### config.mk
export PLATFORM = sky130hd
export DESIGN_NAME = isr_status
export DESIGN_NICKNAME = d
export VERILOG_FILES = /design/src/design/isr_pkg.sv /design/src/design/isr_status.sv
export VERILOG_INCLUDE_DIRS = /design/src /design/src/design
export SDC_FILE = /design/constraint.sdc
export NUM_CORES = 1
export LEC_CHECK = 0
export BUFFER_PORTS_ARGS = -buffer_cell sky130_fd_sc_hd__buf_2
export CAP_MARGIN = 20
export CORE_UTILIZATION = 45
export DETAILED_ROUTE_END_ITERATION = 16
export MAX_ROUTING_LAYER = met4
export PLACE_DENSITY = 0.71
export SLEW_MARGIN = 20
export SYNTH_ARGS = -nofsm -noshare
export SYNTH_HDL_FRONTEND = slang
export SYNTH_SLANG_ARGS = --single-unit
### constraint.sdc
create_clock -name clk_i -period 2.11 [get_ports clk_i]
set_input_delay 0.211 -clock clk_i [delete_from_list [all_inputs] [get_ports clk_i]]
set_output_delay 0.211 -clock clk_i [all_outputs]
set_load 0.01 [all_outputs]
### src/design/isr_defs.svh
// Overview of operation
// - Event summary is EVENT_STATUS AND enable mask
// - Enable mask bits 1, 6 always zero
// - Enable mask clears at reset or zero write
// - EVENT_STATUS read returns value, then clears it
// - EVENT_STATUS powers up 0x80, clears by read/CLS
// - EVENT_STATUS bit assignment fixed as listed
// - Error code range selects EVENT_STATUS error bit
// - Request control, user request read zero
// - OPC sets complete bit after pending work
// - OPC query suspends, replies one, bit untouched
// - Clear status clears EVENT_STATUS, requests, errors
// - Service mask gates Request True sources
// - Service mask bits 4, 6, 7 ignored
// - Status bits 0-3 show group done/request
// - Status byte bit 4 reads zero
// - Status bit 5 is event summary
// - Bit 6 request summary, cleared by query
// - READ STB forces bit 6 to zero
// - Self test gates commands, then resets
// - Self test query gives -1, 0, 1
// - Wait command suspends until work done
// - Identification returns four fields
// - Transfer channels 0-3 map to groups 1-4
`ifndef ISR_DEFS_SVH
`define ISR_DEFS_SVH

`define ISR_ESR_RESET    8'h80
`define ISR_ESR_IMPL     8'hbd
`define ISR_ESE_IMPL     8'hbd
`define ISR_SRE_IMPL     8'h2f
`define ISR_ESR_OPC      0
`define ISR_ESR_QYE      2
`define ISR_ESR_DDE      3
`define ISR_ESR_EXE      4
`define ISR_ESR_CME      5
`define ISR_ESR_PON      7
`define ISR_STB_ESB      5
`define ISR_STB_RQS      6

`define ISR_ERR_CMD_HI   16'shff9c
`define ISR_ERR_CMD_LO   16'shff39
`define ISR_ERR_EXE_HI   16'shff38
`define ISR_ERR_EXE_LO   16'shfed5
`define ISR_ERR_DDE_HI   16'shfed4
`define ISR_ERR_DDE_LO   16'shfe71
`define ISR_ERR_QYE_HI   16'shfe70
`define ISR_ERR_QYE_LO   16'shfe0d

`define ISR_TST_FAIL     32'hffffffff
`define ISR_TST_PASS     32'h00000000
`define ISR_TST_BUSY     32'h00000001
`define ISR_OPC_REPLY    32'h00000001
`define ISR_IDN_LAST     2'h3

`endif

### src/design/isr_pkg.sv
`default_nettype none
package isr_pkg;
    typedef enum logic [3:0] {
        OP_NONE, OP_CLS, OP_ESE_SET, OP_ESE_Q, OP_ESR_Q, OP_IDN_Q, OP_OPC, OP_OPC_Q,
        OP_RST, OP_SRE_SET, OP_SRE_Q, OP_STB_Q, OP_TST, OP_TST_Q, OP_WAI
    } isr_op_t;

    typedef struct packed {
        isr_op_t     op;
        logic        has_arg;
        logic [7:0]  arg;
    } isr_cmd_t;

    typedef struct packed {
        logic [1:0]  field;
        logic [31:0] data;
    } isr_resp_t;

    typedef struct packed {
        logic               valid;
        logic signed [15:0] code;
    } isr_err_t;

    typedef enum {ST_IDLE, ST_WAIT, ST_IDN} isr_state_t;
endpackage : isr_pkg
`default_nettype wire

### src/design/isr_status.sv
`include "isr_defs.svh"
`default_nettype none
module isr_status #(
    parameter logic [31:0] MANUFACTURER_CODE = 32'h00000a01, // Arbitrary value
    parameter logic [31:0] MODEL_CODE        = 32'h00000b02, // Arbitrary value
    parameter logic [31:0] SERIAL_CODE       = 32'h00000001,
    parameter logic [31:0] VERSION_CODE      = 32'h00000100
) (
    input  wire logic              clk_i,
    input  wire logic              rst_n_i,
    input  wire isr_pkg::isr_cmd_t cmd_i,
    input  wire logic              cmd_valid_i,
    output logic                   cmd_ready_o,
    output isr_pkg::isr_resp_t     resp_o,
    output logic                   resp_valid_o,
    input  wire logic              busy_i,
    input  wire isr_pkg::isr_err_t err_i,
    input  wire logic [3:0]        group_done_i,
    input  wire logic              group1_transfer_request_i,
    input  wire logic              group2_transfer_request_i,
    input  wire logic              group3_transfer_request_i,
    input  wire logic              group4_transfer_request_i,
    input  wire logic              read_stb_i,
    output logic [7:0]             read_stb_data_o,
    output logic                   read_stb_valid_o,
    input  wire logic              selftest_done_i,
    input  wire logic              selftest_fail_i,
    output logic                   selftest_start_o,
    output logic                   selftest_running_o,
    output logic                   device_reset_o,
    output logic                   error_queue_clear_o,
    output logic                   request_true_o,
    output logic [7:0]             status_byte_o
);
    import isr_pkg::*;

    logic [7:0]  event_status;
    logic [7:0]  event_status_enable;
    logic [7:0]  service_request_enable;
    logic [3:0]  grp;
    logic        esb;
    logic        srq_q;
    logic        rqs;
    logic        opc_pending;
    logic        wait_opcq;
    logic        st_fail;
    logic [1:0]  idn_idx;
    isr_state_t  state;

    isr_state_t  next_state;
    logic [1:0]  next_idn_idx;
    logic        next_resp_valid;
    isr_resp_t   next_resp;
    logic [7:0]  next_esr;
    logic [7:0]  esr_set;
    logic [7:0]  svc;
    logic [7:0]  stb_now;

    isr_op_t     cmd_op;
    logic [7:0]  cmd_arg;
    logic        take;
    logic        exec;
    logic        pending;
    logic        opc_fire;
    logic        srq_sum;
    logic        srq_rise;
    logic        esr_clear;

    function automatic logic isr_test_allowed(input isr_op_t op);
        logic ok;
        ok = 1'b0;
        case (op)
            OP_ESE_Q, OP_ESR_Q, OP_IDN_Q, OP_STB_Q, OP_SRE_Q,
            OP_TST, OP_TST_Q, OP_WAI, OP_OPC, OP_OPC_Q: ok = 1'b1;
            default: ok = 1'b0;
        endcase
        return ok;
    endfunction : isr_test_allowed

    function automatic logic [7:0] isr_err_bits(input logic signed [15:0] code);
        logic [7:0] bits;
        bits = 8'h00;
        if (code <= `ISR_ERR_CMD_HI && code >= `ISR_ERR_CMD_LO) begin
            bits[`ISR_ESR_CME] = 1'b1;
        end
        if (code <= `ISR_ERR_EXE_HI && code >= `ISR_ERR_EXE_LO) begin
            bits[`ISR_ESR_EXE] = 1'b1;
        end
        if (code <= `ISR_ERR_DDE_HI && code >= `ISR_ERR_DDE_LO) begin
            bits[`ISR_ESR_DDE] = 1'b1;
        end
        if (code <= `ISR_ERR_QYE_HI && code >= `ISR_ERR_QYE_LO) begin
            bits[`ISR_ESR_QYE] = 1'b1;
        end
        return bits;
    endfunction : isr_err_bits

    assign cmd_op   = cmd_i.op;
    assign cmd_arg  = cmd_i.arg;
    assign take     = cmd_valid_i & cmd_ready_o;
    assign exec     = take & (~selftest_running_o | isr_test_allowed(cmd_op));
    assign pending  = busy_i | selftest_running_o;
    assign opc_fire = opc_pending & ~pending;

    // Event status set and clear, set wins
    always_comb begin
        esr_set = 8'h00;
        if (err_i.valid) begin
            esr_set = isr_err_bits(err_i.code);
        end
        esr_set[`ISR_ESR_OPC] = opc_fire;
    end

    assign esr_clear = exec & ((cmd_op == OP_ESR_Q) | (cmd_op == OP_CLS));
    assign next_esr  = ((esr_clear ? 8'h00 : event_status) | esr_set) & `ISR_ESR_IMPL;

    always_ff @(posedge clk_i or negedge rst_n_i) begin
        if (!rst_n_i) begin
            event_status <= `ISR_ESR_RESET;
        end else begin
            event_status <= next_esr;
        end
    end

    always_ff @(posedge clk_i or negedge rst_n_i) begin
        if (!rst_n_i) begin
            opc_pending <= 1'b0;
        end else if (exec && cmd_op == OP_OPC) begin
            opc_pending <= 1'b1;
        end else if (opc_fire) begin
            opc_pending <= 1'b0;
        end
    end

    // Enable masks
    always_ff @(posedge clk_i or negedge rst_n_i) begin
        if (!rst_n_i) begin
            event_status_enable <= 8'h00;
        end else if (exec && cmd_op == OP_ESE_SET) begin
            event_status_enable <= cmd_i.has_arg ? (cmd_arg & `ISR_ESE_IMPL) : 8'h00;
        end
    end

    always_ff @(posedge clk_i or negedge rst_n_i) begin
        if (!rst_n_i) begin
            service_request_enable <= 8'h00;
        end else if (exec && cmd_op == OP_SRE_SET) begin
            service_request_enable <= cmd_i.has_arg ? (cmd_arg & `ISR_SRE_IMPL) : 8'h00;
        end
    end

    // Summaries and status byte
    always_ff @(posedge clk_i or negedge rst_n_i) begin
        if (!rst_n_i) begin
            grp <= 4'h0;
            esb <= 1'b0;
        end else begin
            grp <= group_done_i | {group4_transfer_request_i, group3_transfer_request_i,
                                   group2_transfer_request_i, group1_transfer_request_i};
            esb <= |(event_status & event_status_enable);
        end
    end

    assign svc      = {2'b00, esb, 1'b0, grp};
    assign srq_sum  = |(svc & service_request_enable);
    assign srq_rise = srq_sum & ~srq_q;
    assign stb_now  = {1'b0, rqs, esb, 1'b0, grp};

    always_ff @(posedge clk_i or negedge rst_n_i) begin
        if (!rst_n_i) begin
            srq_q <= 1'b0;
            rqs   <= 1'b0;
        end else begin
            srq_q <= srq_sum;
            if (srq_rise) begin
                rqs <= 1'b1;
            end else if (exec && (cmd_op == OP_STB_Q || cmd_op == OP_CLS)) begin
                rqs <= 1'b0;
            end
        end
    end

    assign request_true_o = rqs;

    always_ff @(posedge clk_i or negedge rst_n_i) begin
        if (!rst_n_i) begin
            status_byte_o <= 8'h00;
        end else begin
            status_byte_o <= stb_now;
        end
    end

    always_ff @(posedge clk_i or negedge rst_n_i) begin
        if (!rst_n_i) begin
            read_stb_valid_o <= 1'b0;
            read_stb_data_o  <= 8'h00;
        end else begin
            read_stb_valid_o <= read_stb_i;
            if (read_stb_i) begin
                read_stb_data_o <= stb_now & ~(8'h01 << `ISR_STB_RQS);
            end
        end
    end

    // Self test and side effects
    always_ff @(posedge clk_i or negedge rst_n_i) begin
        if (!rst_n_i) begin
            selftest_running_o <= 1'b0;
            selftest_start_o   <= 1'b0;
            st_fail            <= 1'b0;
            device_reset_o     <= 1'b0;
        end else begin
            selftest_start_o <= 1'b0;
            device_reset_o   <= 1'b0;
            if (selftest_running_o && selftest_done_i) begin
                selftest_running_o <= 1'b0;
                st_fail            <= selftest_fail_i;
                device_reset_o     <= 1'b1;
            end else if (exec && cmd_op == OP_TST && !selftest_running_o) begin
                selftest_running_o <= 1'b1;
                selftest_start_o   <= 1'b1;
            end else if (exec && cmd_op == OP_RST) begin
                device_reset_o <= 1'b1;
            end
        end
    end

    always_ff @(posedge clk_i or negedge rst_n_i) begin
        if (!rst_n_i) begin
            error_queue_clear_o <= 1'b0;
        end else begin
            error_queue_clear_o <= exec && cmd_op == OP_CLS;
        end
    end

    // Command sequencing and replies
    always_comb begin
        next_state      = state;
        next_idn_idx    = idn_idx;
        next_resp_valid = 1'b0;
        next_resp       = '0;
        case (state)
            ST_IDLE: begin
                if (exec) begin
                    case (cmd_op)
                        OP_ESE_Q: begin
                            next_resp_valid = 1'b1;
                            next_resp.data  = {24'h000000, event_status_enable};
                        end
                        OP_ESR_Q: begin
                            next_resp_valid = 1'b1;
                            next_resp.data  = {24'h000000, event_status};
                        end
                        OP_SRE_Q: begin
                            next_resp_valid = 1'b1;
                            next_resp.data  = {24'h000000, service_request_enable};
                        end
                        OP_STB_Q: begin
                            next_resp_valid = 1'b1;
                            next_resp.data  = {24'h000000, stb_now};
                        end
                        OP_TST_Q: begin
                            next_resp_valid = 1'b1;
                            next_resp.data  = selftest_running_o ? `ISR_TST_BUSY :
                                              (st_fail ? `ISR_TST_FAIL : `ISR_TST_PASS);
                        end
                        OP_IDN_Q: begin
                            next_state   = ST_IDN;
                            next_idn_idx = 2'h0;
                        end
                        OP_OPC_Q, OP_WAI: begin
                            next_state = ST_WAIT;
                        end
                        default: begin
                            next_state = ST_IDLE;
                        end
                    endcase
                end
            end
            ST_WAIT: begin
                if (!pending) begin
                    next_state      = ST_IDLE;
                    next_resp_valid = wait_opcq;
                    next_resp.data  = `ISR_OPC_REPLY;
                end
            end
            ST_IDN: begin
                next_resp_valid = 1'b1;
                next_resp.field = idn_idx;
                case (idn_idx)
                    2'h0:    next_resp.data = MANUFACTURER_CODE;
                    2'h1:    next_resp.data = MODEL_CODE;
                    2'h2:    next_resp.data = SERIAL_CODE;
                    default: next_resp.data = VERSION_CODE;
                endcase
                next_idn_idx = idn_idx + 2'h1;
                if (idn_idx == `ISR_IDN_LAST) begin
                    next_state = ST_IDLE;
                end
            end
            default: begin
                next_state = ST_IDLE;
            end
        endcase
    end

    always_ff @(posedge clk_i or negedge rst_n_i) begin
        if (!rst_n_i) begin
            state        <= ST_IDLE;
            idn_idx      <= 2'h0;
            wait_opcq    <= 1'b0;
            cmd_ready_o  <= 1'b0;
            resp_valid_o <= 1'b0;
            resp_o       <= '0;
        end else begin
            state        <= next_state;
            idn_idx      <= next_idn_idx;
            cmd_ready_o  <= next_state == ST_IDLE;
            resp_valid_o <= next_resp_valid;
            resp_o       <= next_resp;
            if (exec && state == ST_IDLE) begin
                wait_opcq <= cmd_op == OP_OPC_Q;
            end
        end
    end

    // Checks
    a_esb_summary: assert property (@(posedge clk_i) disable iff (!rst_n_i)
        esb == |($past(event_status) & $past(event_status_enable)))
        else $error("event summary does not match masked status");

    a_ese_write: assert property (@(posedge clk_i) disable iff (!rst_n_i)
        (exec && cmd_op == OP_ESE_SET && cmd_i.has_arg) |=> event_status_enable == ($past(cmd_arg) & 8'hbd))
        else $error("event enable mask load wrong");

    a_ese_noarg: assert property (@(posedge clk_i) disable iff (!rst_n_i)
        (exec && cmd_op == OP_ESE_SET && !cmd_i.has_arg) |=> event_status_enable == 8'h00)
        else $error("mask command without argument did not load zero");

    a_esr_readclr: assert property (@(posedge clk_i) disable iff (!rst_n_i)
        (exec && cmd_op == OP_ESR_Q && esr_set == 8'h00) |=> event_status == 8'h00 ##1 !esb)
        else $error("status read did not clear register and summary");

    a_esr_reserved: assert property (@(posedge clk_i) disable iff (!rst_n_i)
        event_status[1] == 1'b0 && event_status[6] == 1'b0)
        else $error("unused status bits set");

    a_err_command: assert property (@(posedge clk_i) disable iff (!rst_n_i)
        (err_i.valid && err_i.code <= -16'sd100 && err_i.code >= -16'sd199) |=> event_status[5])
        else $error("command error bit not set");

    a_sre_write: assert property (@(posedge clk_i) disable iff (!rst_n_i)
        (exec && cmd_op == OP_SRE_SET && cmd_i.has_arg) |=> service_request_enable == ($past(cmd_arg) & 8'h2f))
        else $error("service enable mask load wrong");

    a_stb_unused: assert property (@(posedge clk_i) disable iff (!rst_n_i)
        status_byte_o[4] == 1'b0 && status_byte_o[7] == 1'b0)
        else $error("unused status byte bits set");

    a_rqs_query: assert property (@(posedge clk_i) disable iff (!rst_n_i)
        (exec && cmd_op == OP_STB_Q && !srq_rise) |=> !request_true_o)
        else $error("status query did not clear request bit");

    a_read_stb: assert property (@(posedge clk_i) disable iff (!rst_n_i)
        read_stb_i |=> read_stb_valid_o && !read_stb_data_o[6] && read_stb_data_o[5] == $past(esb))
        else $error("read status byte reply wrong");

    a_test_gate: assert property (@(posedge clk_i) disable iff (!rst_n_i)
        (take && selftest_running_o && cmd_op == OP_ESE_SET) |=> $stable(event_status_enable))
        else $error("command acted during self test");

    a_tst_busy: assert property (@(posedge clk_i) disable iff (!rst_n_i)
        (exec && cmd_op == OP_TST_Q && selftest_running_o) |=> resp_valid_o && resp_o.data == 32'h1)
        else $error("self test query while running not one");

    a_wait_hold: assert property (@(posedge clk_i) disable iff (!rst_n_i)
        (take && cmd_op == OP_WAI && pending) |=> !cmd_ready_o && !resp_valid_o)
        else $error("wait did not suspend commands");

    a_opc_bit: assert property (@(posedge clk_i) disable iff (!rst_n_i)
        (opc_pending && !pending) |=> event_status[0])
        else $error("operation complete bit not set");
endmodule : isr_status
`default_nettype wire

==> impl_metrics.py <==
metrics = {
    "cts": {
        "tritoncts": "built",
        "clk_path_buf_depth": 2,
        "tritoncts.num_buffers": 9,
        "ctsResizeCount": 0,
        "htree_levels": 3,
        "cts.sinks": 92,
        "clockRootBuffer": "clkbuf_8",
        "path_clk_slew_ns": 0.09,
        "clkLatencyLatePin_ns": 0.36,
    },
    "yosys": {
        "syn_area_sq_mm": 0.00383,
        "netlist_top_cells_count": "dfrtp_1 (91), nand2_1 (36), buf_4 (26)",
        "synth_fa_ha_area_share_pct": 1.63,
        "synth_area_leaders": "dfrtp_1 (59%), buf_4 (5.1%), nand2_1 (3.5%)",
        "synth-compound-area-share_pct": 11.9,
        "synth_most_common_cell": "dfrtp_1",
        "syn_area_per_cell_sq_um": 11.4,
        "synth-simple-area-share_pct": 14.6,
        "yosys_warnings": 0,
        "synth_area_leader_cell": "dfrtp_1",
        "syn_inst": 337,
        "synth-xor-area-share_pct": 0.457,
        "seq_area_frac_synth_pct": 60.1,
        "async_reset_ff_share_pct": 100,
        "synth_edf_count": 0,
        "synth_ff_type": "dfrtp_1",
        "synth.top_cell.area_share_pct": 59.4,
        "yosys-mux-area-fraction_pct": 4.15,
        "ys_types": 51,
        "synth_top_family_by_area": "simple AND/OR/NAND/NOR gates",
        "synth-seq-cells": 92,
    },
    "worst_setup_path": {
        "crit_type": "reg2reg",
        "reg2reg_depth": 4,
        "cp.required_ns": 2.36,
        "r2r_start": "selftest_running_o$_DFFE_PN0P_",
        "worstPathMaxFanout": 7,
        "path_cells": "nor2b_1, a221o_1, or4_1, a22o_1",
        "cpPeakStageDelay_ns": 0.62,
        "cp_slowest_cell": "or4_1",
        "cp-end-kind": "flip-flop",
        "crit_cells": 4,
        "cpLargestDelayFamily": "simple AND/OR/NAND/NOR gates",
        "crit_arrival_ns": 2.20,
        "reg2reg_to": "event_status[4]$_DFF_PN0_",
        "critPathLaunchType": "flip-flop",
        "crit_buf_inv": 0,
        "r2r_slack_ns": 0.16,
    },
    "floorplan": {
        "fp.dieArea_sq_mm": 0.00889,
        "pin_count": 103,
        "die_h_um": 94.3,
        "core-area_sq_mm": 0.00822,
        "row_count": 33,
        "start_util_pct": 46.6,
        "dieWidth_um": 94.3,
    },
    "status": {
        "outcome": "finished, final reports clean",
    },
    "finish": {
        "nets": 504,
        "areaGrowthSynthToFinish_pct": 20.7,
        "fin_util_pct": 56.3,
        "insertedDiodeCount": 0,
        "drive_gt1_share_pct": 30.1,
    },
    "global_route": {
        "overflow": 0,
        "antenna_found_initial": 0,
        "grt.met3_usage_pct": 3.40,
        "track_usage_pct": 18.1,
        "top_usage_layer": "met2",
        "grt_pass1_vias": 2573,
        "grt_pass1_wl_um": 11800,
        "grt_max_degree": 40,
        "use_met2_pct": 28.3,
        "globalRouteMet1Util_pct": 22.6,
    },
    "routing": {
        "drt_iter0_drc": 128,
        "route.detailed.drc": 0,
        "route.final.wire_length_um": 7160,
        "num_vias": 2824,
        "drt-wirelength-per-cell_um": 12.7,
        "ant_nets": 0,
        "viasPerCell": 5.01,
        "firstDrtPassIters": 4,
    },
    "sta": {
        "hold_viol": 0,
        "setup_tns_ns": 0,
        "period_share_pct": 92.4,
        "fmax_mhz": 513,
        "period_minus_slack_ns": 1.95,
        "fin_skew_ns": 0.0152,
        "setup_violations": 0,
        "rsz0062_at_grt": "no",
        "holdWs_ns": 0.0259,
        "final_max_slew_viol_count": 0,
    },
    "place": {
        "dp_hpwl_um": 5400,
        "io_buffer_count": 96,
        "place.gp.congestion": 0.867,
    },
    "power": {
        "pwr-share-seq_pct": 58.1,
        "swShare_pct": 24.9,
        "p_leak_nw": 2.29,
        "clkPwrFrac_pct": 32.0,
        "peakVddDrop_mv": 0.378,
        "intPower_w": 0.00251,
        "p_comb_share_pct": 9.8,
        "power.density_mw_per_mm2": 724,
        "p_sw_w": 0.000833,
    },
    "hold_path": {
        "hold-path-endpoint": "grp[2]$_DFF_PN0_",
        "holdPathStages": 2,
        "hold_class": "in2reg",
        "min_from": "group_done_i[2]",
    },
    "flow_run": {
        "cap_violations": 0,
    },
}
## stage by stage
| stage | area [sq um] | worst slack [ns] | cells | power, W |
|---|---|---|---|---|
| 6_report | 4630 | 0.160 | 564 | 0.00335 |
| 5_1_grt | 4630 | 0.0330 | 564 | 0.00352 |
| 4_1_cts | 4630 | 0.161 | 564 | 0.00338 |
| 3_5_place_dp | 4430 | 0.153 | 547 | 0.00231 |
| 3_3_place_gp | 4430 | 0.161 | 547 | 0.00230 |
| 2_1_floorplan | 3960 | 0.240 | 371 | 0.00215 |
## routing by layer
| layer | routed length, um | part of all wire, % |
|---|---|---|
| met5 | 0 | 0 |
| met4 | 119 | 1.7 |
| met3 | 443 | 6.2 |
| met2 | 3410 | 48 |
| met1 | 3190 | 45 |
## worst max path at each step
| stage | end | from |
|---|---|---|
| floorplan | event_status[4]$_DFF_PN0_ | selftest_running_o$_DFFE_PN0P_ |
| global placement | event_status[4]$_DFF_PN0_ | cmd_i[10] |
| detailed placement | event_status[4]$_DFF_PN0_ | cmd_i[10] |
| CTS | idn_idx[1]$_DFFE_PN0P_ | state[22]$_DFF_PN0_ |
| global route | idn_idx[1]$_DFFE_PN0P_ | state[29]$_DFF_PN0_ |
| finish | event_status[4]$_DFF_PN0_ | selftest_running_o$_DFFE_PN0P_ |
## flip-flops by register name (all words and copies together), names as in the netlist, 2 cells and up
| signal | count |
|---|---|
| event_status | 6 |
| event_status_enable | 6 |
| grp | 4 |
| idn_idx | 2 |
| read_stb_data_o | 5 |
| resp_o | 13 |
| service_request_enable | 5 |
| state | 32 |
| status_byte_o | 6 |
## area by class of cell
class | count | area (sq um)
sequential | 92 | 2300
tap | 105 | 131
multi-input combinational | 236 | 1390
timing repair buffer | 109 | 596
fill | 729 | 3590
clock buffer | 11 | 151
clock inverter | 5 | 36.3
inverter | 6 | 22.5
## worst reg2reg max path, stage by stage, from the launching register on
cell and delay (ns):
dfrtp_1 0.45, nor2b_1 0.16, a221o_1 0.33, or4_1 0.62, a22o_1 0.28
## layout by cell type (no fill, tap or decap), types with 11 or more instances in the layout
| master | netlist | layout |
|---|---|---|
| nor2_1 | 19 | 19 |
| o21ai_0 | 21 | 21 |
| buf_4 | 26 | 12 |
| clkbuf_8 | 0 | 11 |
| conb_1 | 1 | 35 |
| a21oi_1 | 12 | 12 |
| nand2_1 | 36 | 36 |
| dfrtp_1 | 91 | 91 |
| buf_2 | 3 | 95 |
## repair_timing
action	CTS	global route
hold buffers	1	0
endpoints found under the setup margin	0	0
endpoints found under the hold margin	30	0
buffers inserted	0	0
## kinds of logic (layout without fill, tap and decap cells)
| family | after synthesis | after routing |
|---|---|---|
| DFF | 92 | 92 |
| xor gates and xnor gates | 2 | 2 |
| buffers and inverters | 43 | 131 |
| and+or+nand+nor | 111 | 111 |
| muxes | 15 | 15 |
| AOI/OAI and AO/OA | 68 | 68 |
| adders and majority gates | 5 | 5 |
| other | 1 | 35 |
## power groups by stage
stage          Clock [W]  Sequential (W)  Combinational (W)
2_1_floorplan          0         0.00198           0.000172
6_report         0.00107         0.00195           0.000329
4_1_cts          0.00110         0.00195           0.000332
3_3_place_gp           0         0.00198           0.000322
3_5_place_dp           0         0.00198           0.000330
5_1_grt          0.00118         0.00196           0.000376
Power figures use the tool's default switching activity.
